### src/sec_phase_defs.svh
// constants for the secondary phase adjust decoder: offsets, fields, timing
// assumes a 50 MHz aclk and a 32-bit AXI4-Lite register bus
`ifndef SEC_PHASE_DEFS_SVH
`define SEC_PHASE_DEFS_SVH

`define CLK_PERIOD_NS 20
`define SAMPLE_PERIOD_NS 125000
`define SAMPLE_PERIOD_CYC (`SAMPLE_PERIOD_NS / `CLK_PERIOD_NS)
`define SCLK_HALF_NS 200
`define SCLK_HALF_CYC ((`SCLK_HALF_NS + `CLK_PERIOD_NS - 1) / `CLK_PERIOD_NS)
`define SCLK_EDGES_PER_BIT 2
`define FRAME_MARGIN_CYC 4

`define REG_PERIOD 8'h00
`define REG_PHASE 8'h04
`define REG_STATUS 8'h08
`define REG_DAC_RX 8'h0C
`define REG_CTRL_RX 8'h10

`define PHASE_RST 8'h00
`define RESP_OKAY 2'b00
`define RESP_SLVERR 2'b10

`define WORD_W 16
`define CMD_HI_BIT 15
`define CMD_LO_BIT 14
`define DAC_MSB 15
`define DAC_LSB 2
`define SEC_REQ_CODE 2'b11

`endif

### src/sec_phase_pkg.sv
// types shared by the secondary phase adjust decoder and its helpers
// assumes sec_phase_defs.svh for the numeric constants
package sec_phase_pkg;

  typedef enum logic [2:0] {
    ACT_NONE    = 3'b001,
    ACT_LATER   = 3'b010,
    ACT_EARLIER = 3'b100
  } action_t;

  typedef enum logic [2:0] {
    ST_IDLE = 3'b001,
    ST_PRI  = 3'b010,
    ST_SEC  = 3'b100
  } frame_state_t;

  typedef struct packed {
    logic cmd_hi;
    logic cmd_lo;
    logic [13:0] rest;
  } sec_word_t;

  typedef struct packed {
    logic sclk;
    logic frame_sync_n;
    logic dout;
  } serial_out_t;

endpackage : sec_phase_pkg

### src/secondary_phase_adjust_decode.sv
// sampling timer, primary and secondary frames, secondary command decode
// assumes an AXI4-Lite master on aclk and a frame-slaved serial host
//
// The implementer's own choices: the AXI4-Lite register port and the placing of the registers.
`timescale 1ns/1ns
`include "sec_phase_defs.svh"
module secondary_phase_adjust_decode
  import sec_phase_pkg::*;
#(
  parameter int PERIOD_CYC = `SAMPLE_PERIOD_CYC,
  parameter int SCLK_HALF = `SCLK_HALF_CYC,
  parameter int ADDR_W = 8
)
(
  // clock and reset
  input wire logic aclk,
  input wire logic aresetn,
  // register bus write
  input wire logic [ADDR_W-1:0] s_axi_awaddr,
  input wire logic s_axi_awvalid,
  output logic s_axi_awready,
  input wire logic [31:0] s_axi_wdata,
  input wire logic [3:0] s_axi_wstrb,
  input wire logic s_axi_wvalid,
  output logic s_axi_wready,
  output logic [1:0] s_axi_bresp,
  output logic s_axi_bvalid,
  input wire logic s_axi_bready,
  // register bus read
  input wire logic [ADDR_W-1:0] s_axi_araddr,
  input wire logic s_axi_arvalid,
  output logic s_axi_arready,
  output logic [31:0] s_axi_rdata,
  output logic [1:0] s_axi_rresp,
  output logic s_axi_rvalid,
  input wire logic s_axi_rready,
  // adc words to send
  input wire logic adc_valid,
  input wire logic [`WORD_W-1:0] adc_data,
  output logic adc_ready,
  // dac words received
  output logic [13:0] dac_word,
  output logic dac_valid,
  output logic sample_tick,
  // flag terminals and serial link
  input wire logic flag_terminal_hi,
  input wire logic flag_terminal_lo,
  output serial_out_t serial_pins,
  input wire logic din
);
  localparam int FRAME_CYC = `WORD_W * `SCLK_EDGES_PER_BIT * SCLK_HALF;
  localparam int MIN_PERIOD = 4 * FRAME_CYC + `FRAME_MARGIN_CYC;

  generate
    if (SCLK_HALF < 1 || PERIOD_CYC < MIN_PERIOD || PERIOD_CYC > 65535
        || ADDR_W < 5)
    begin : g_bad
      $error("period too short for two frames or parameters out of range");
    end
  endgenerate

  logic [15:0] period_q;
  logic [7:0] phase_q;
  logic [15:0] limit_q;
  logic [15:0] cnt_q;
  frame_state_t state_q;
  action_t last_action_q;
  logic sec_pending_q;
  logic [15:0] ctrl_rx_q;
  logic [13:0] dac_rx_q;

  // serial engine hookup
  logic start_q;
  logic [`WORD_W-1:0] tx_q;
  logic ser_busy, ser_done;
  logic [`WORD_W-1:0] ser_rx;

  // adc buffer drain side
  logic buf_valid, buf_pop;
  logic [`WORD_W-1:0] buf_data;

  // register bus state
  logic aw_have_q, w_have_q;
  logic [ADDR_W-1:0] awaddr_q;
  logic [31:0] wdata_q;
  logic [3:0] wstrb_q;
  logic wr_fire;

  two_entry_buffer #(.WIDTH(`WORD_W), .DEPTH(2)) u_adc_buf (
    .aclk(aclk),
    .aresetn(aresetn),
    .in_valid(adc_valid),
    .in_data(adc_data),
    .in_ready(adc_ready),
    .out_valid(buf_valid),
    .out_data(buf_data),
    .out_ready(buf_pop)
  );

  serial_word_shifter #(.HALF_CYC(SCLK_HALF)) u_shifter (
    .aclk(aclk),
    .aresetn(aresetn),
    .start(start_q),
    .tx_word(tx_q),
    .busy(ser_busy),
    .done(ser_done),
    .rx_word(ser_rx),
    .pins(serial_pins),
    .din(din)
  );

  function automatic action_t decode(input sec_word_t w, input logic fh,
                                     input logic fl);
    action_t a;
    a = ACT_NONE;
    case ({w.cmd_hi, w.cmd_lo})
      2'b00: a = ACT_NONE;
      2'b01: a = ACT_LATER;
      2'b10: a = ACT_EARLIER;
      2'b11:
      begin
        case ({fh, fl})
          2'b01: a = ACT_LATER;
          2'b10: a = ACT_EARLIER;
          default: a = ACT_NONE;
        endcase
      end
      default: a = ACT_NONE;
    endcase
    return a;
  endfunction : decode

  // signed adjustment of one interval, clamped so both frames still fit
  function automatic logic [15:0] adjust(input logic [15:0] per,
                                         input logic [7:0] ph,
                                         input action_t a);
    logic signed [17:0] cand;
    logic signed [17:0] min_lim;
    cand = $signed({2'b00, per});
    min_lim = $signed({3'b000, per[15:1]}) + 18'(FRAME_CYC)
              + 18'(`FRAME_MARGIN_CYC);
    case (a)
      ACT_LATER: cand = cand + 18'($signed(ph));
      ACT_EARLIER: cand = cand - 18'($signed(ph));
      default: cand = cand;
    endcase
    if (cand < min_lim)
      cand = min_lim;
    if (cand > $signed(18'h0FFFF))
      cand = $signed(18'h0FFFF);
    return cand[15:0];
  endfunction : adjust

  logic wrap;
  logic at_half;
  logic [15:0] half;
  logic start_pri;
  logic start_sec;

  assign half = {1'b0, period_q[15:1]};
  assign wrap = ({1'b0, cnt_q} + 17'h00001) >= {1'b0, limit_q};
  assign at_half = (cnt_q == half);
  assign start_pri = (cnt_q == 16'h0000) && (state_q == ST_IDLE);
  assign start_sec = at_half && sec_pending_q && (state_q == ST_IDLE);
  assign buf_pop = start_pri && buf_valid;

  // sampling interval timer
  always_ff @(posedge aclk)
  begin
    if (!aresetn)
    begin
      cnt_q <= '0;
      limit_q <= 16'(PERIOD_CYC);
      sample_tick <= 1'b0;
    end
    else
    begin
      sample_tick <= (cnt_q == 16'h0000);
      if (wrap)
      begin
        cnt_q <= '0;
        limit_q <= period_q;
      end
      else
        cnt_q <= cnt_q + 16'h0001;
      // command lands before the end of the interval it shifts
      if (state_q == ST_SEC && ser_done)
        limit_q <= adjust(period_q, phase_q,
                          decode(sec_word_t'(ser_rx), flag_terminal_hi,
                                 flag_terminal_lo));
    end
  end

  // frame sequencing
  always_ff @(posedge aclk)
  begin
    if (!aresetn)
    begin
      state_q <= ST_IDLE;
      start_q <= 1'b0;
      tx_q <= '0;
    end
    else
    begin
      start_q <= 1'b0;
      case (state_q)
        ST_IDLE:
        begin
          if (start_pri)
          begin
            state_q <= ST_PRI;
            start_q <= 1'b1;
            tx_q <= buf_valid ? buf_data : '0;
          end
          else if (start_sec)
          begin
            state_q <= ST_SEC;
            start_q <= 1'b1;
            tx_q <= '0;
          end
        end
        ST_PRI, ST_SEC:
        begin
          if (ser_done)
            state_q <= ST_IDLE;
        end
        default: state_q <= ST_IDLE;
      endcase
    end
  end

  // received words and secondary bookkeeping
  always_ff @(posedge aclk)
  begin
    if (!aresetn)
    begin
      sec_pending_q <= 1'b0;
      dac_rx_q <= '0;
      dac_word <= '0;
      dac_valid <= 1'b0;
      ctrl_rx_q <= '0;
      last_action_q <= ACT_NONE;
    end
    else
    begin
      dac_valid <= 1'b0;
      if (ser_done && state_q == ST_PRI)
      begin
        dac_rx_q <= ser_rx[`DAC_MSB:`DAC_LSB];
        dac_word <= ser_rx[`DAC_MSB:`DAC_LSB];
        dac_valid <= 1'b1;
        sec_pending_q <= (ser_rx[1:0] == `SEC_REQ_CODE);
      end
      if (ser_done && state_q == ST_SEC)
      begin
        sec_pending_q <= 1'b0;
        ctrl_rx_q <= ser_rx;
        last_action_q <= decode(sec_word_t'(ser_rx), flag_terminal_hi,
                                flag_terminal_lo);
      end
    end
  end

  // register bus: write address and data in either order, then response
  logic wr_map;
  assign wr_fire = aw_have_q && w_have_q && !s_axi_bvalid;
  assign wr_map = (awaddr_q == ADDR_W'(`REG_PERIOD))
               || (awaddr_q == ADDR_W'(`REG_PHASE))
               || (awaddr_q == ADDR_W'(`REG_STATUS))
               || (awaddr_q == ADDR_W'(`REG_DAC_RX))
               || (awaddr_q == ADDR_W'(`REG_CTRL_RX));

  always_ff @(posedge aclk)
  begin
    if (!aresetn)
    begin
      aw_have_q <= 1'b0;
      w_have_q <= 1'b0;
      awaddr_q <= '0;
      wdata_q <= '0;
      wstrb_q <= '0;
      s_axi_awready <= 1'b1;
      s_axi_wready <= 1'b1;
      s_axi_bvalid <= 1'b0;
      s_axi_bresp <= `RESP_OKAY;
    end
    else
    begin
      if (s_axi_awvalid && s_axi_awready)
      begin
        aw_have_q <= 1'b1;
        awaddr_q <= s_axi_awaddr;
        s_axi_awready <= 1'b0;
      end
      if (s_axi_wvalid && s_axi_wready)
      begin
        w_have_q <= 1'b1;
        wdata_q <= s_axi_wdata;
        wstrb_q <= s_axi_wstrb;
        s_axi_wready <= 1'b0;
      end
      if (wr_fire)
      begin
        s_axi_bvalid <= 1'b1;
        s_axi_bresp <= wr_map ? `RESP_OKAY : `RESP_SLVERR;
      end
      if (s_axi_bvalid && s_axi_bready)
      begin
        s_axi_bvalid <= 1'b0;
        aw_have_q <= 1'b0;
        w_have_q <= 1'b0;
        s_axi_awready <= 1'b1;
        s_axi_wready <= 1'b1;
      end
    end
  end

  // writable registers; a too-short period would starve the second frame
  logic [15:0] per_wr;
  assign per_wr = {wstrb_q[1] ? wdata_q[15:8] : period_q[15:8],
                   wstrb_q[0] ? wdata_q[7:0] : period_q[7:0]};

  always_ff @(posedge aclk)
  begin
    if (!aresetn)
    begin
      period_q <= 16'(PERIOD_CYC);
      phase_q <= `PHASE_RST;
    end
    else if (wr_fire)
    begin
      if (awaddr_q == ADDR_W'(`REG_PERIOD))
        period_q <= (per_wr < 16'(MIN_PERIOD)) ? 16'(MIN_PERIOD) : per_wr;
      if (awaddr_q == ADDR_W'(`REG_PHASE) && wstrb_q[0])
        phase_q <= wdata_q[7:0];
    end
  end

  // read side
  logic [31:0] rd_mux;
  logic rd_map;

  always_comb
  begin
    rd_mux = 32'h00000000;
    rd_map = 1'b1;
    case (s_axi_araddr)
      ADDR_W'(`REG_PERIOD): rd_mux = {16'h0000, period_q};
      ADDR_W'(`REG_PHASE): rd_mux = {24'h000000, phase_q};
      ADDR_W'(`REG_STATUS):
        rd_mux = {24'h000000, buf_valid, state_q, sec_pending_q,
                  last_action_q};
      ADDR_W'(`REG_DAC_RX): rd_mux = {18'h00000, dac_rx_q};
      ADDR_W'(`REG_CTRL_RX): rd_mux = {16'h0000, ctrl_rx_q};
      default: rd_map = 1'b0;
    endcase
  end

  always_ff @(posedge aclk)
  begin
    if (!aresetn)
    begin
      s_axi_arready <= 1'b1;
      s_axi_rvalid <= 1'b0;
      s_axi_rdata <= '0;
      s_axi_rresp <= `RESP_OKAY;
    end
    else
    begin
      if (s_axi_arvalid && s_axi_arready)
      begin
        s_axi_arready <= 1'b0;
        s_axi_rvalid <= 1'b1;
        s_axi_rdata <= rd_mux;
        s_axi_rresp <= rd_map ? `RESP_OKAY : `RESP_SLVERR;
      end
      else if (s_axi_rvalid && s_axi_rready)
      begin
        s_axi_rvalid <= 1'b0;
        s_axi_arready <= 1'b1;
      end
    end
  end

endmodule : secondary_phase_adjust_decode

### src/serial_word_shifter.sv
// one 16-bit serial frame: frame sync low, bit clock, dout out, din in
// assumes din changes away from the falling bit-clock edge it is sampled on
`timescale 1ns/1ns
`include "sec_phase_defs.svh"
module serial_word_shifter
  import sec_phase_pkg::*;
#(
  parameter int HALF_CYC = 10
)
(
  // clock and reset
  input wire logic aclk,
  input wire logic aresetn,
  // frame request
  input wire logic start,
  input wire logic [`WORD_W-1:0] tx_word,
  output logic busy,
  output logic done,
  output logic [`WORD_W-1:0] rx_word,
  // serial pins
  output serial_out_t pins,
  input wire logic din
);
  logic [15:0] hcnt_q;
  logic [3:0] bit_q;
  logic [`WORD_W-1:0] tx_sh_q, rx_sh_q;

  always_ff @(posedge aclk)
  begin
    if (!aresetn)
    begin
      busy <= 1'b0;
      done <= 1'b0;
      rx_word <= '0;
      pins <= '{sclk: 1'b0, frame_sync_n: 1'b1, dout: 1'b0};
      hcnt_q <= '0;
      bit_q <= '0;
      tx_sh_q <= '0;
      rx_sh_q <= '0;
    end
    else
    begin
      done <= 1'b0;
      if (!busy && start)
      begin
        busy <= 1'b1;
        pins <= '{sclk: 1'b1, frame_sync_n: 1'b0, dout: tx_word[`WORD_W-1]};
        tx_sh_q <= tx_word;
        hcnt_q <= '0;
        bit_q <= '0;
      end
      else if (busy)
      begin
        if (hcnt_q == 16'(HALF_CYC - 1))
        begin
          hcnt_q <= '0;
          pins.sclk <= ~pins.sclk;
          if (pins.sclk)
          begin
            rx_sh_q <= {rx_sh_q[`WORD_W-2:0], din};
            if (bit_q == 4'hF)
            begin
              busy <= 1'b0;
              done <= 1'b1;
              pins.frame_sync_n <= 1'b1;
              rx_word <= {rx_sh_q[`WORD_W-2:0], din};
            end
            else
              bit_q <= bit_q + 4'h1;
          end
          else
          begin
            tx_sh_q <= {tx_sh_q[`WORD_W-2:0], 1'b0};
            pins.dout <= tx_sh_q[`WORD_W-2];
          end
        end
        else
          hcnt_q <= hcnt_q + 16'h0001;
      end
    end
  end

endmodule : serial_word_shifter

### src/two_entry_buffer.sv
// two-entry valid/ready buffer for ADC words waiting for a frame
// assumes one clock, synchronous active-low reset
`timescale 1ns/1ns
module two_entry_buffer
  import sec_phase_pkg::*;
#(
  parameter int WIDTH = 16,
  parameter int DEPTH = 2
)
(
  // clock and reset
  input wire logic aclk,
  input wire logic aresetn,
  // fill side
  input wire logic in_valid,
  input wire logic [WIDTH-1:0] in_data,
  output logic in_ready,
  // drain side
  output logic out_valid,
  output logic [WIDTH-1:0] out_data,
  input wire logic out_ready
);
  generate
    if (DEPTH != 2 || WIDTH < 1)
    begin : g_bad
      $error("two_entry_buffer serves depth 2 only");
    end
  endgenerate

  logic [WIDTH-1:0] mem_q [DEPTH];
  logic wr_ptr_q, rd_ptr_q;
  logic [1:0] count_q, count_d;
  logic push, pop;

  assign push = in_valid && in_ready;
  assign pop = out_valid && out_ready;
  assign out_valid = (count_q != 2'd0);
  assign out_data = mem_q[rd_ptr_q];
  assign count_d = count_q + {1'b0, push} - {1'b0, pop};

  always_ff @(posedge aclk)
  begin
    if (!aresetn)
    begin
      count_q <= 2'd0;
      in_ready <= 1'b0;
      wr_ptr_q <= 1'b0;
      rd_ptr_q <= 1'b0;
    end
    else
    begin
      count_q <= count_d;
      // registered ready, low only while truly full and during reset
      in_ready <= (count_d != 2'd2);
      if (push)
        wr_ptr_q <= ~wr_ptr_q;
      if (pop)
        rd_ptr_q <= ~rd_ptr_q;
    end
  end

  always_ff @(posedge aclk)
  begin
    if (push)
      mem_q[wr_ptr_q] <= in_data;
  end

endmodule : two_entry_buffer
### config.mk
export PLATFORM = sky130hd
export DESIGN_NAME = secondary_phase_adjust_decode
export DESIGN_NICKNAME = d
export VERILOG_FILES = /design/src/sec_phase_pkg.sv /design/src/secondary_phase_adjust_decode.sv /design/src/serial_word_shifter.sv /design/src/two_entry_buffer.sv
export VERILOG_INCLUDE_DIRS = /design/src
export SDC_FILE = /design/constraint.sdc
export NUM_CORES = 1
export LEC_CHECK = 0
export ABC_AREA = 1
export BUFFER_PORTS_ARGS = -buffer_cell sky130_fd_sc_hd__buf_2
export CORE_ASPECT_RATIO = 1.4
export CORE_MARGIN = 2
export CORE_UTILIZATION = 35
export CTS_CLUSTER_SIZE = 16
export DETAILED_ROUTE_END_ITERATION = 16
export GPL_TIMING_DRIVEN = 0
export HOLD_SLACK_MARGIN = 0.06
export PLACE_DENSITY = 0.56
export SYNTH_ARGS = -nofsm -noshare
export SYNTH_HDL_FRONTEND = slang
export SYNTH_SLANG_ARGS = --single-unit
### constraint.sdc
create_clock -name aclk -period 7.1 [get_ports aclk]
set_input_delay 1.42 -clock aclk [delete_from_list [all_inputs] [get_ports aclk]]
set_output_delay 1.42 -clock aclk [all_outputs]
set_load 0.02 [all_outputs]
## Yosys cells after proc, flatten, opt, wreduce, memory -nomap -nowiden

Memories as Yosys holds them, arrays and structs flattened. A register that Yosys moved wholly into a read port is not among the register bits.
Index checks and enable logic that the tools add are counted.

| word-level totals | value |
|---|---|
| bits in registers | 257 |
| memory bits (writable) | 32 |
| bits of input ports | 79 |
| output and inout bits | 61 |
| logic and storage cells | 197 |
| memories kept | 1 |

| operators by class | value |
|---|---|
| add/subtract/negate cells | 10 |
| $lt $le $gt $ge | 4 |
| equality and inequality tests | 26 |
| multiplexer cells | 55 |
| bitwise operators | 8 |
| reduce and logical (&&, ||, !) cells | 53 |

Memories:

| name | words | bits a word | read ports | clocked after Yosys merged registers in | write ports | line | RTL |
|---|---|---|---|---|---|---|---|
| u_adc_buf.mem_q | 2 | 16 | 1 | 1 | 1 | two_entry_buffer.sv:30 | `logic [WIDTH-1:0] mem_q [DEPTH];` |

Operator list:

| operator | count |
|---|---|
| 2-to-1 mux 16 bit | 8 |
| 2-to-1 mux 18 bit | 5 |
| one-hot mux 16 bit (5 select lines) | 1 |
| 2-to-1 mux 15 bit | 4 |
| one-hot mux 18 bit (2 select lines) | 1 |
| adder 16 x 1 -> 16 bit (second input constant) | 2 |
| == test 8 x 4 -> 1 bit (second input constant) | 4 |
| 2-to-1 mux 3 bit | 8 |
| 2-to-1 mux 1 bit | 21 |
| adder 17 x 8 -> 18 bit | 1 |
| > comparator 18 x 17 -> 1 bit (second input constant) | 1 |
| less-than comparator 18 bit | 1 |
| subtractor 17 x 8 -> 18 bit | 1 |
| adder 16 x 1 -> 17 bit (second input constant) | 1 |
| adder 16 x 3 -> 17 bit (second input constant) | 1 |
| greater-or-equal comparator 17 x 16 -> 1 bit | 1 |
| logical AND 1 bit | 17 |
| adder 15 x 9 -> 16 bit (second input constant) | 1 |
| == test 16 x 15 -> 1 bit | 1 |
| == test 16 x 4 -> 1 bit (second input constant) | 1 |
| == test 8 x 3 -> 1 bit (second input constant) | 2 |
| == test 8 x 5 -> 1 bit (second input constant) | 2 |
| logical NOT 16 bit | 1 |
| logical NOT 8 bit | 2 |
| 28 further kinds | 68 |

## Longest topological paths before layout

Gate-level depths: netlist of the first run.

| depth | value |
|---|---|
| word-level depth | 16 |
| depth in mapped cells | 40 |

## Cells and area by module

Synthesis of the first run repeated with hierarchy kept, for this count alone.

| second synthesis, totals | value |
|---|---|
| cells, all modules | 2013 |
| area, all modules | 14662.8 sq um |

By module, submodules not included:

| module | instances | cells each | area an instance (sq um) | seq. area each (sq um) |
|---|---|---|---|---|
| secondary_phase_adjust_decode | 1 | 1508 | 10137.2 | 3263.1 |
| serial_word_shifter | 1 | 414 | 3036.7 | 1421.4 |
| two_entry_buffer | 1 | 91 | 1488.9 | 1081.0 |

## Least setup slack after synthesis of the first run

No wires, ideal clock.

| timing path | value |
|---|---|
| kind | input port to flip-flop |
| from | input flag_terminal_hi |
| to | register limit_q[0] |
| arrival | 5.628 ns |
| data required time | 6.978 ns |
| path slack | 1.351 ns |
| cell stages on the path | 37 |
| path buffers | 3 |
| path through | inv_1 > ha_1 > nand2_1 > nand2_1 > nor2_1 > nand2_2 > buf_2 > o21ai_0 > inv_1 > ha_1 > nand2_1 > nor2_1 > nand2_1 > nand3_1 > a21oi_1 > xor2_1 > a21boi_0 > ha_1 > nand2_1 > inv_1 > nand3_1 > nor3_1 > nand2_1 > nand2_1 > nand2_1 > nand2_1 > nand2_1 > nand2_1 > a21oi_1 > ha_1 > clkbuf_1 > inv_1 > clkbuf_1 > o21ai_0 > nand3_1 > o21ai_0 > a21oi_1 |

| on the way | value |
|---|---|
| cells in the longest elaborated chain, start to end | 16 |
| elaborated cells on any way between the ends | 18 |
| classes of those cells | order compare: 2; eq/ne: 4; mux: 12 |

Ends and longest elaborated chain:

| element | line | RTL |
|---|---|---|
| from (decl) | secondary_phase_adjust_decode.sv:46 | `input wire logic flag_terminal_hi,` |
| == test 2 bit or == test 2 x 1 -> 1 bit (tied branches) | secondary_phase_adjust_decode.sv:122 | `case ({fh, fl})` |
| one-hot mux 3 bit (2 select lines) * | secondary_phase_adjust_decode.sv:122 |  |
| one-hot mux 3 bit (4 select lines) * | secondary_phase_adjust_decode.sv:116 | `case ({w.cmd_hi, w.cmd_lo})` |
| 2-to-1 mux 3 bit * | secondary_phase_adjust_decode.sv:187 | `if (state_q == ST_SEC && ser_done)` |
| 2-to-1 mux 3 bit * | secondary_phase_adjust_decode.sv:170 | `if (!aresetn)` |
| == test 3 bit or == test 3 x 2 -> 1 bit (tied branches) | secondary_phase_adjust_decode.sv:142 | `case (a)` |
| one-hot mux 18 bit (2 select lines) * | secondary_phase_adjust_decode.sv:142 |  |
| 2-to-1 mux 18 bit * | secondary_phase_adjust_decode.sv:187 |  |
| 2-to-1 mux 18 bit * | secondary_phase_adjust_decode.sv:170 |  |
| less-than comparator 18 bit | secondary_phase_adjust_decode.sv:147 | `if (cand < min_lim)` |
| 2-to-1 mux 18 bit * | secondary_phase_adjust_decode.sv:147 |  |
| 2-to-1 mux 18 bit * | secondary_phase_adjust_decode.sv:187 |  |
| 2-to-1 mux 18 bit * | secondary_phase_adjust_decode.sv:170 |  |
| > comparator 18 x 17 -> 1 bit | secondary_phase_adjust_decode.sv:149 | `if (cand > $signed(18'h0FFFF))` |
| 2-to-1 mux 16 bit * | secondary_phase_adjust_decode.sv:149 |  |
| 2-to-1 mux 16 bit * | secondary_phase_adjust_decode.sv:187 |  |
| to (signal assigned) | secondary_phase_adjust_decode.sv:173 | `limit_q <= 16'(PERIOD_CYC);` |
| to (signal assigned) | secondary_phase_adjust_decode.sv:182 | `limit_q <= period_q;` |
| to (signal assigned) | secondary_phase_adjust_decode.sv:188 | `limit_q <= adjust(period_q, phase_q,` |
| to (decl) | secondary_phase_adjust_decode.sv:64 | `logic [15:0] limit_q;` |

Every way passes the cells marked *; elsewhere a longest branch is shown, timed or not. The select of a mux whose other input is x is not followed.
A chain may end at the register's enable or synchronous reset.

## Worst setup path in the final report of the first run

Ends and elaborated chain as after synthesis.

==> metrics.txt, run 1 <==
routed length per placed instance=16.3 µm; YS warnings=0; PortBufs=103; dpl hpwl=between 30000 and 40000 µm; syn_area_per_cell=7.17 µm²; CTS sink count=272; clk root buf=clkbuf_16; largest net degree at the start of global routing=17; nets=2282; 1st-iter DRT viols=777; Hold-fix buffers, CTS=0; clock latency on the worst-skew pair=~560 ps; Commonest cells post-synth=nand2_1, inv_1, dfxtp_1; IO Pins=140; Worst Skew=15.0 ps; clock power share=about two fifths; Synth top area share=33.6%; register area share after synthesis=40.4%; setup TNS=0 ps; vias in the first global route=~13000; post-CTS resize count=0; CTS Buf Count=27; Starting Density=a little over a third; combinational group share of total power=around 15%; leakage=0.00733 µW; crit path kind=in2reg; Post-CTS Setup Bufs=0; ys flop type=dfxtp_1; Final min period=between 6000 and 7000 ps; post-layout instance area=16500 µm²; crit path capture type=register; RSZ-0062 raised after global routing=false; ANT nets after route=0; CP max FO=10; Core Area=~40000 µm²; H-tree levels=1; crit start category=input pin; VDD IR max=between 0.00015 and 0.0002 V; Die X=175 µm; Max Cap Violations=0; slowest CP cell=clkbuf_1; count of final hold-check violations=0; Largest stage delay, worst path=roughly 360 ps; Internal=2730 µW; Synth cell types=56; placed cell area=15500 µm²; HP Class=reg2reg; status=finished clean; crit-path most repeated cell=nand2_1; row count=87; Fmax=159 MHz; Switch Pwr=1080 µW; Clock transition at path regs=approximately 60 ps; Antenna Cells=0; Slew HR=between 40% and 50%; gr ovfl total=0; final total power=roughly 3800 µW; top cell type by total area after synthesis=dfxtp_1; vias per std cell=4.96; Die ar.=42500 µm²; CP arrival=approximately 6700 ps; initial antenna violation count=2; max-slew violation count=0; most frequent cell after synthesis=nand2_1; ranking of synthesized cells by area=dfxtp_1, nand2_1, edfxtp_1, inv_1, a21oi_1; layout cell share with drive strength beyond 1=10.5%; Clock Path Buffers=3; actual slew at the worst max-slew pin=around 870 ps; fraction of registers with async set/reset=0%; CTS tree=yes; drt first pass iters=7; flops & latches, synth=272; global-route usage over all layers=just over 20%; Area growth syn-to-layout=15.2%; Placer Congestion=0.923; routed vias=13400; Post-Route WL=roughly 44000 µm; Final Instance Count excl. Fillers=2695; switching share of power=28.3%; P per Cell Area=~230 nW/µm²; setup violators final=0; Syn Inst Count=approximately 2000; post-synthesis cell area=14300 µm²; sequential share of power=between 40% and 50%; CP required=7540 ps; post-route clock period utilization=88.4%; Placed Instances=approximately 2600; Die Y=243 µm; DRC=0; first-pass GRT wire length=69500 µm; EDFF count, synth=32
[worst max-delay path, delay by kind of cell]
kind | cells | cell delay, ps
buf+inv | 8 | 1370
xor+xnor | 1 | 210
compound gates | 7 | 1150
simple gates | 18 | 1410
fa+ha+maj | 4 | 1160
[through the flow]
step	hold WS (ps)	worst slack, ps	util [%]
finish	450	821	40.9
global placement	436	307	38.6
detailed placement	446	262	38.6
CTS	456	838	40.9
global route	472	114	40.9
floorplan	425	1350	-
[cell families (layout without fill, tap and decap cells)]
family | after synthesis | after routing | synth area share, %
xor+xnor | 37 | 37 | 2.27
other cells | 1 | 18 | 0.0263
buf+inv | 357 | 509 | 10.2
compound gates | 420 | 420 | 16.3
simple gates | 844 | 844 | 25.4
flops | 272 | 272 | 40.4
fa+ha+maj | 61 | 61 | 5.40
[sequential cells by signal, indices dropped and copies added, names as in the netlist, 8 cells and up, named ones only]
| register | count |
|---|---|
| period_q | 16 |
| phase_q | 8 |
| tx_q | 16 |
| limit_q | 16 |
| wdata_q | 16 |
| dac_rx_q | 14 |
| u_adc_buf.mem_q | 32 |
| u_shifter.tx_sh_q | 15 |
| u_shifter.hcnt_q | 16 |
| s_axi_rdata | 16 |
| u_shifter.rx_word | 16 |
| awaddr_q | 8 |
| ctrl_rx_q | 16 |
| u_shifter.rx_sh_q | 15 |
| cnt_q | 16 |
[per-layer routing]
metal | part of all wire, % | routed length (µm) | track usage [%]
met4 | 4.2 | 1850 | 8.60
met1 | 38 | 16800 | 21.4
met5 | 0.059 | 26 | 0
met2 | 53 | 23500 | 40.1
met3 | 4.2 | 1860 | 2.84
[power by group through the flow]
| stage | clock [µW] | combinational [µW] | sequential (µW) |
|---|---|---|---|
| after floorplan | 0 | 395 | 1750 |
| after detailed placement | 0 | 588 | 1750 |
| after global placement | 0 | 580 | 1750 |
| after CTS | 1530 | 592 | 1720 |
| final | 1500 | 587 | 1720 |
| after global routing | 1580 | 662 | 1730 |
[final cells by class]
class | instances | area (µm²)
Multi-Input combinational cell | 1380 | 7120
Fill cell | 4346 | 23800
Inverter | 257 | 965
Buffer | 100 | 493
Clock inverter | 12 | 166
Clock buffer | 36 | 749
Tap cell | 534 | 668
Timing Repair Buffer | 104 | 527
Sequential cell | 272 | 5770
[placed cells by master, fill, tap and decap left out, drive strengths merged, types with 6 or more instances in the layout]
| master | Yosys | final |
|---|---|---|
| a311oi | 15 | 15 |
| inv | 253 | 254 |
| ha | 60 | 60 |
| nand3 | 87 | 87 |
| a21oi | 171 | 171 |
| nor3b | 6 | 6 |
| a211oi | 17 | 17 |
| dfxtp | 240 | 240 |
| o211ai | 7 | 7 |
| o21ai | 173 | 173 |
| o22ai | 7 | 7 |
| edfxtp | 32 | 32 |
| conb | 1 | 18 |
| nand4 | 30 | 30 |
| clkbuf | 53 | 89 |
| nor2 | 224 | 224 |
| nand2 | 433 | 433 |
| clkinv | 4 | 9 |
| xnor2 | 7 | 7 |
| buf | 47 | 151 |
| nand3b | 9 | 9 |
| xor2 | 30 | 30 |
| nor3 | 35 | 35 |
| nor4 | 10 | 10 |
[worst paths after layout]
kind                                            endpoint  cells past startpoint                     start  slack [ps]
worst min register to register  wdata_q[13]$_SDFFE_PN0P_                      2  wdata_q[13]$_SDFFE_PN0P_         450
worst max-delay path             limit_q[0]$_SDFFE_PN0P_                     38          flag_terminal_hi         820
worst max register to register   limit_q[0]$_SDFFE_PN0P_                     38   phase_q[0]$_SDFFE_PN0P_        1430
worst min-delay path            wdata_q[13]$_SDFFE_PN0P_                      2  wdata_q[13]$_SDFFE_PN0P_         450
No activity file was read; power rests on OpenSTA's default activity.
==> inputs of run 2 (changes only) <==
--- a/config.mk
+++ b/config.mk
@@ -7,15 +7,15 @@
 export NUM_CORES = 1
 export LEC_CHECK = 0
 export ABC_AREA = 1
-export BUFFER_PORTS_ARGS = -buffer_cell sky130_fd_sc_hd__buf_2
 export CORE_ASPECT_RATIO = 1.4
 export CORE_MARGIN = 2
 export CORE_UTILIZATION = 35
 export CTS_CLUSTER_SIZE = 16
 export DETAILED_ROUTE_END_ITERATION = 16
+export DONT_BUFFER_PORTS = 1
 export GPL_TIMING_DRIVEN = 0
 export HOLD_SLACK_MARGIN = 0.06
-export PLACE_DENSITY = 0.56
+export PLACE_DENSITY = 0.53
 export SYNTH_ARGS = -nofsm -noshare
 export SYNTH_HDL_FRONTEND = slang
 export SYNTH_SLANG_ARGS = --single-unit
==> metrics.txt, run 2 (synthesis results as in run 1) <==
status=finished clean; routed length per placed instance=17.0 µm; Biggest register=u_adc_buf.mem_q; HP Class=reg2reg; CP arrival=6660 ps; Post-Route WL=44100 µm; Final Instance Count excl. Fillers=2591; vias in the first global route=12800; 1st-iter DRT viols=759; CTS sink count=272; crit start category=input pin; slowest CP cell=clkbuf_1; vias per std cell=4.99; largest net degree at the start of global routing=18; Largest stage delay, worst path=370 ps; fin util=around two fifths; IO Pins=140; Worst Path Buf+Inv=7; PortBufs=0; clock latency on the worst-skew pair=between 500 and 600 ps; Placer Congestion=roughly 0.89; capturing point of the worst reg2reg path=limit_q[0]$_SDFFE_PN0P_; Die X=175 µm; VDD IR max=approximately 0.00023 V; Core Area=approximately 40000 µm²; Fillers=4330; Worst Skew=just under 10 ps; global-route usage over all layers=20.6%; met3 Track Usage GR=3.27%; most common cell after layout, fill and taps aside=nand2_1; Area growth syn-to-layout=11.4%; post-CTS resize count=0; met2 usage=approximately two fifths; DRC=0; min-delay src=ctrl_rx_q[0]$_SDFFE_PN0P_; CP max FO=10; crit path kind=in2reg; max FFs per register=32; crit-path most repeated cell=nand2_1; Placed Instances=2543; dpl hpwl=35200 µm; nets=around 2200; Die Y=243 µm; Antenna Cells=0; post-route clock period utilization=87.9%; first-pass GRT wire length=just under 70000 µm; Die ar.=around 42000 µm²; setup ws final=around 860 ps; Clock Path Buffers=3; R2R setup slack=1430 ps; most frequent cells in the layout=nand2_1, inv_1, dfxtp_1; drt first pass iters=6; P per Cell Area=~230 nW/µm²; met1 usage=21.1%; CTS Buf Count=27; Hold Path Stages=2; crit path capture type=register; row count=87; gr busiest metal=met2; setup violators final=0; Worst R2R Start=phase_q[0]$_SDFFE_PN0P_; ANT nets after route=0; CP required=7520 ps; Hold EP=ctrl_rx_q[0]$_SDFFE_PN0P_; setup TNS=0 ps; crit-path leading delay family=simple AND/OR/NAND/NOR gates; H-tree levels=1; RSZ-0062 raised after global routing=false; Post-CTS Setup Bufs=0; routed vias=12900; count of final hold-check violations=0; Hold-fix buffers, CTS=0; worst r2r path cells=38; Max Cap Violations=0; Clock transition at path regs=70 ps; layout cell share with drive strength beyond 1=6.17%; dpl ws=306 ps; clk root buf=clkbuf_16; leakage=0.00687 µW; actual slew at the worst max-slew pin=1010 ps; Fmax=160 MHz; Slew HR=32.7%; Final min period=approximately 6200 ps; Starting Density=35.5%; gr ovfl total=0; max-slew violation count=0; CTS tree=yes; initial antenna violation count=0
## run 2: cell types whose count changed in the layout (fill, tap and decap cells not counted), sizes merged
cell | before | now
buf | 151 | 47
bufinv | 4 | 2
clkbuf | 89 | 91
clkinv | 9 | 11
clkinvlp | 2 | 1
inv | 254 | 253
## run 2: worst max path at each step
stage,from,endpoint,slack (ps),cells past startpoint
floorplan,flag_terminal_hi,limit_q[0]$_SDFFE_PN0P_,1350,37
global placement,flag_terminal_hi,limit_q[0]$_SDFFE_PN0P_,360,37
detailed placement,flag_terminal_hi,limit_q[0]$_SDFFE_PN0P_,310,37
CTS,flag_terminal_hi,limit_q[0]$_SDFFE_PN0P_,870,37
global route,flag_terminal_hi,limit_q[0]$_SDFFE_PN0P_,70,37
finish,flag_terminal_hi,limit_q[0]$_SDFFE_PN0P_,860,37
## run 2: power by group
| group | switching, µW | internal [µW] | leakage, µW |
|---|---|---|---|
| combinational | 377 | 161 | 0.00418 |
| clock | 607 | 841 | 0.000444 |
| sequential | 76.1 | 1660 | 0.00224 |
| total | 1060 | 2660 | 0.00687 |
## run 2: per-layer routing
metal | wire length [µm] | vias up
met5 | 0 | -
met4 | 1770 | 0
met3 | 2120 | 75
met2 | 23800 | 271
met1 | 16500 | 5964
li1 | - | 6614
## run 2: metrics by stage
step / hold WS [ps] / area [µm²] / total power, µW
after global routing: 465 / 15900 / 3900
after detailed placement: 443 / 15000 / 2310
after global placement: 436 / 15000 / 2300
after floorplan: 425 / 14300 / 2150
final: 450 / 15900 / 3720
after CTS: 451 / 15900 / 3760
## run 2: worst reg2reg max path, delay by kind of cell, from the launching register on
| kind | cells | cell delay, ps |
|---|---|---|
| xor gates and xnor gates | 1 | 220 |
| DFF | 1 | 330 |
| AOI/OAI and AO/OA | 6 | 770 |
| and+or+nand+nor | 17 | 1560 |
| adders and majority gates | 5 | 1410 |
| buffers and inverters | 9 | 1260 |
## run 2: layout make-up
cell class              count  area, µm²  share of cell area, %
clock buffers              38        787                   4.95
clock inverters            10        103                  0.645
plain buffers             100        493                   3.10
multi-input cells        1380       7130                   44.8
well taps                 534        668                   4.20
flip-flops and latches    272       5770                   36.2
inverters                 257        965                   6.06
==> inputs of run 3 (changes only) <==
--- a/config.mk
+++ b/config.mk
@@ -6,7 +6,7 @@
 export SDC_FILE = /design/constraint.sdc
 export NUM_CORES = 1
 export LEC_CHECK = 0
-export ABC_AREA = 1
+export ABC_AREA = 0
 export CORE_ASPECT_RATIO = 1.4
 export CORE_MARGIN = 2
 export CORE_UTILIZATION = 35
@@ -14,7 +14,6 @@
 export DETAILED_ROUTE_END_ITERATION = 16
 export DONT_BUFFER_PORTS = 1
 export GPL_TIMING_DRIVEN = 0
-export HOLD_SLACK_MARGIN = 0.06
 export PLACE_DENSITY = 0.53
 export SYNTH_ARGS = -nofsm -noshare
 export SYNTH_HDL_FRONTEND = slang
==> metrics.txt, run 3 <==
Die ar.=40500 µm²; Final Instance Count excl. Fillers=about 2200; CTS Buf Count=29; CTS sink count=272; setup TNS=0 ps; crit-path leading delay family=compound AO/OA/AOI/OAI gates; 1st-iter DRT viols=654; ys flop type=dfxtp_1; Post-Route WL=42100 µm; fraction of registers with async set/reset=0%; Fillers=3997; VDD IR max=0.000174 V; drt first pass iters=7; sequential share of power=47.8%; vias per std cell=about 5.2; P per Cell Area=229 nW/µm²; post-route clock period utilization=96.2%; Largest stage delay, worst path=500 ps; Final min period=6830 ps; count of final hold-check violations=0; Die X=171 µm; gr ovfl total=0; Clock Path Buffers=3; crit start category=register; CP arrival=between 7000 and 8000 ps; setup violators final=0; most common cell after layout, fill and taps aside=nand2_1; CP required=7570 ps; CP max FO=10; clock power share=44.2%; most frequent cells in the layout=nand2_1, dfxtp_1, a21oi_1; Max Cap Violations=0; routed vias=11500; Starting Density=35.5%; Biggest register=u_adc_buf.mem_q; largest net degree at the start of global routing=17; Fmax=146 MHz; Worst Skew=around 11 ps; Core Area=38400 µm²; H-tree levels=1; Die Y=237 µm; Area growth syn-to-layout=14.0%; Antenna Cells=0; Syn Inst Count=1600; Worst Path Buf+Inv=2; top cell type by total area after synthesis=dfxtp_1; row count=between 80 and 90; YS warnings=0; first-pass GRT wire length=65000 µm; max FFs per register=32; post-synthesis cell area=13600 µm²; global-route usage over all layers=20.8%; vias in the first global route=approximately 12000; register area share after synthesis=about 42%; ranking of synthesized cells by area=dfxtp_1, nand2_1, edfxtp_1, a21oi_1, ha_1; Switch Pwr=between 800 and 900 µW; EDFF count, synth=32; initial antenna violation count=0; status=finished clean; syn_area_per_cell=8.51 µm²; Slew HR=36.6%; final total power=3550 µW; Clock transition at path regs=60 ps; Hold-fix buffers, CTS=0; routed length per placed instance=19.1 µm; max-slew violation count=0; clk root buf=clkbuf_16; dpl hpwl=32200 µm; DRC=0; slowest CP cell=or3b_2; flops & latches, synth=272; crit path capture type=register; HP Class=reg2reg; worst hold slack=between 400 and 500 ps; combinational group share of total power=8.0%; clock latency on the worst-skew pair=580 ps; IO Pins=140; actual slew at the worst max-slew pin=949 ps; Synth top area share=35.3%; Placer Congestion=~0.9; Synth cell types=88; Placed Instances=2139; crit path kind=reg2reg; nets=1801; PortBufs=0; layout cell share with drive strength beyond 1=9.33%; most frequent cell after synthesis=nand2_1; leakage=0.00571 µW; switching share of power=25.2%; CTS tree=yes; Internal=roughly 2700 µW; ANT nets after route=0; Commonest cells post-synth=nand2_1, dfxtp_1, a21oi_1
## run 3: cell types whose count changed after synthesis, moves of 14 or more
| cell | delta |
|---|---|
| a21o_1 | +14 |
| a221oi_1 | +15 |
| and3_1 | +30 |
| clkbuf_1 | +17 |
| inv_1 | -198 |
| mux2i_1 | +45 |
| nand2_1 | -142 |
| nand3_1 | -48 |
| nand4_1 | -14 |
| nor2_1 | -104 |
| nor2b_1 | +14 |
| o21ai_0 | -87 |
| or3_1 | +16 |
| xnor2_1 | +36 |
## run 3: worst paths after layout
path,start,to,slack (ps),cells past startpoint
setup reg to reg,phase_q[2]$_SDFFE_PN0P_,limit_q[5]$_SDFFE_PN1P_,270,28
hold reg to reg,u_shifter.rx_sh_q[14]$_SDFFE_PN0P_,u_shifter.rx_sh_q[14]$_SDFFE_PN0P_,450,2
setup / recovery,phase_q[2]$_SDFFE_PN0P_,limit_q[5]$_SDFFE_PN1P_,270,28
hold / removal,u_shifter.rx_sh_q[14]$_SDFFE_PN0P_,u_shifter.rx_sh_q[14]$_SDFFE_PN0P_,450,2
## run 3: final cells by class
class	count	area (µm²)	share of cell area [%]
multi-input cells	1186	7290	47.0
flip-flops and latches	272	5770	37.2
clock buffers	39	817	5.26
well taps	522	653	4.21
plain buffers	112	551	3.55
inverters	47	176	1.14
clock inverters	13	169	1.09
repair buffers	13	97.6	0.629
## run 3: cells by family after synthesis
family | Yosys count | synth area share (%)
other cells | 1 | 0.0275
simple gates | 591 | 20.1
mux | 53 | 3.97
xor+xnor | 77 | 4.95
buf+inv | 159 | 5.29
compound gates | 386 | 17.7
flops | 272 | 42.3
fa+ha+maj | 61 | 5.66
## run 3: power by group through the flow
stage                     clock [µW]  combinational [µW]  sequential [µW]
final                           1570                 283             1700
after global routing            1660                 320             1700
after CTS                       1600                 286             1700
after detailed placement           0                 285             1730
after global placement             0                 281             1730
after floorplan                    0                 212             1710
## run 3: routing by layer
metal	up-vias	wire length (µm)	GRT usage, %
met2	263	21400	38.2
met1	5417	16000	21.9
met5	-	0	0
met4	0	2320	10.7
met3	94	2360	4.43
li1	5727	-	-
## run 3: through the flow
step	setup WS [ps]	area, µm²	utilization (%)
floorplan	336	13700	-
global placement	-857	14300	37.3
detailed placement	-885	14300	37.3
CTS	44.0	15400	40.0
global route	-19.7	15500	40.4
finish	273	15500	40.4
## run 3: repair_timing
item	CTS	global route
pin swaps	3	9
setup buffers	5	8
endpoints found under the setup margin	16	16
gates resized for setup	5	26
## run 3: worst min-delay path, cell delays in order, from the launching register on
cell	delay (ps)
dfxtp_1	310
nand2_1	50
a21oi_1	50
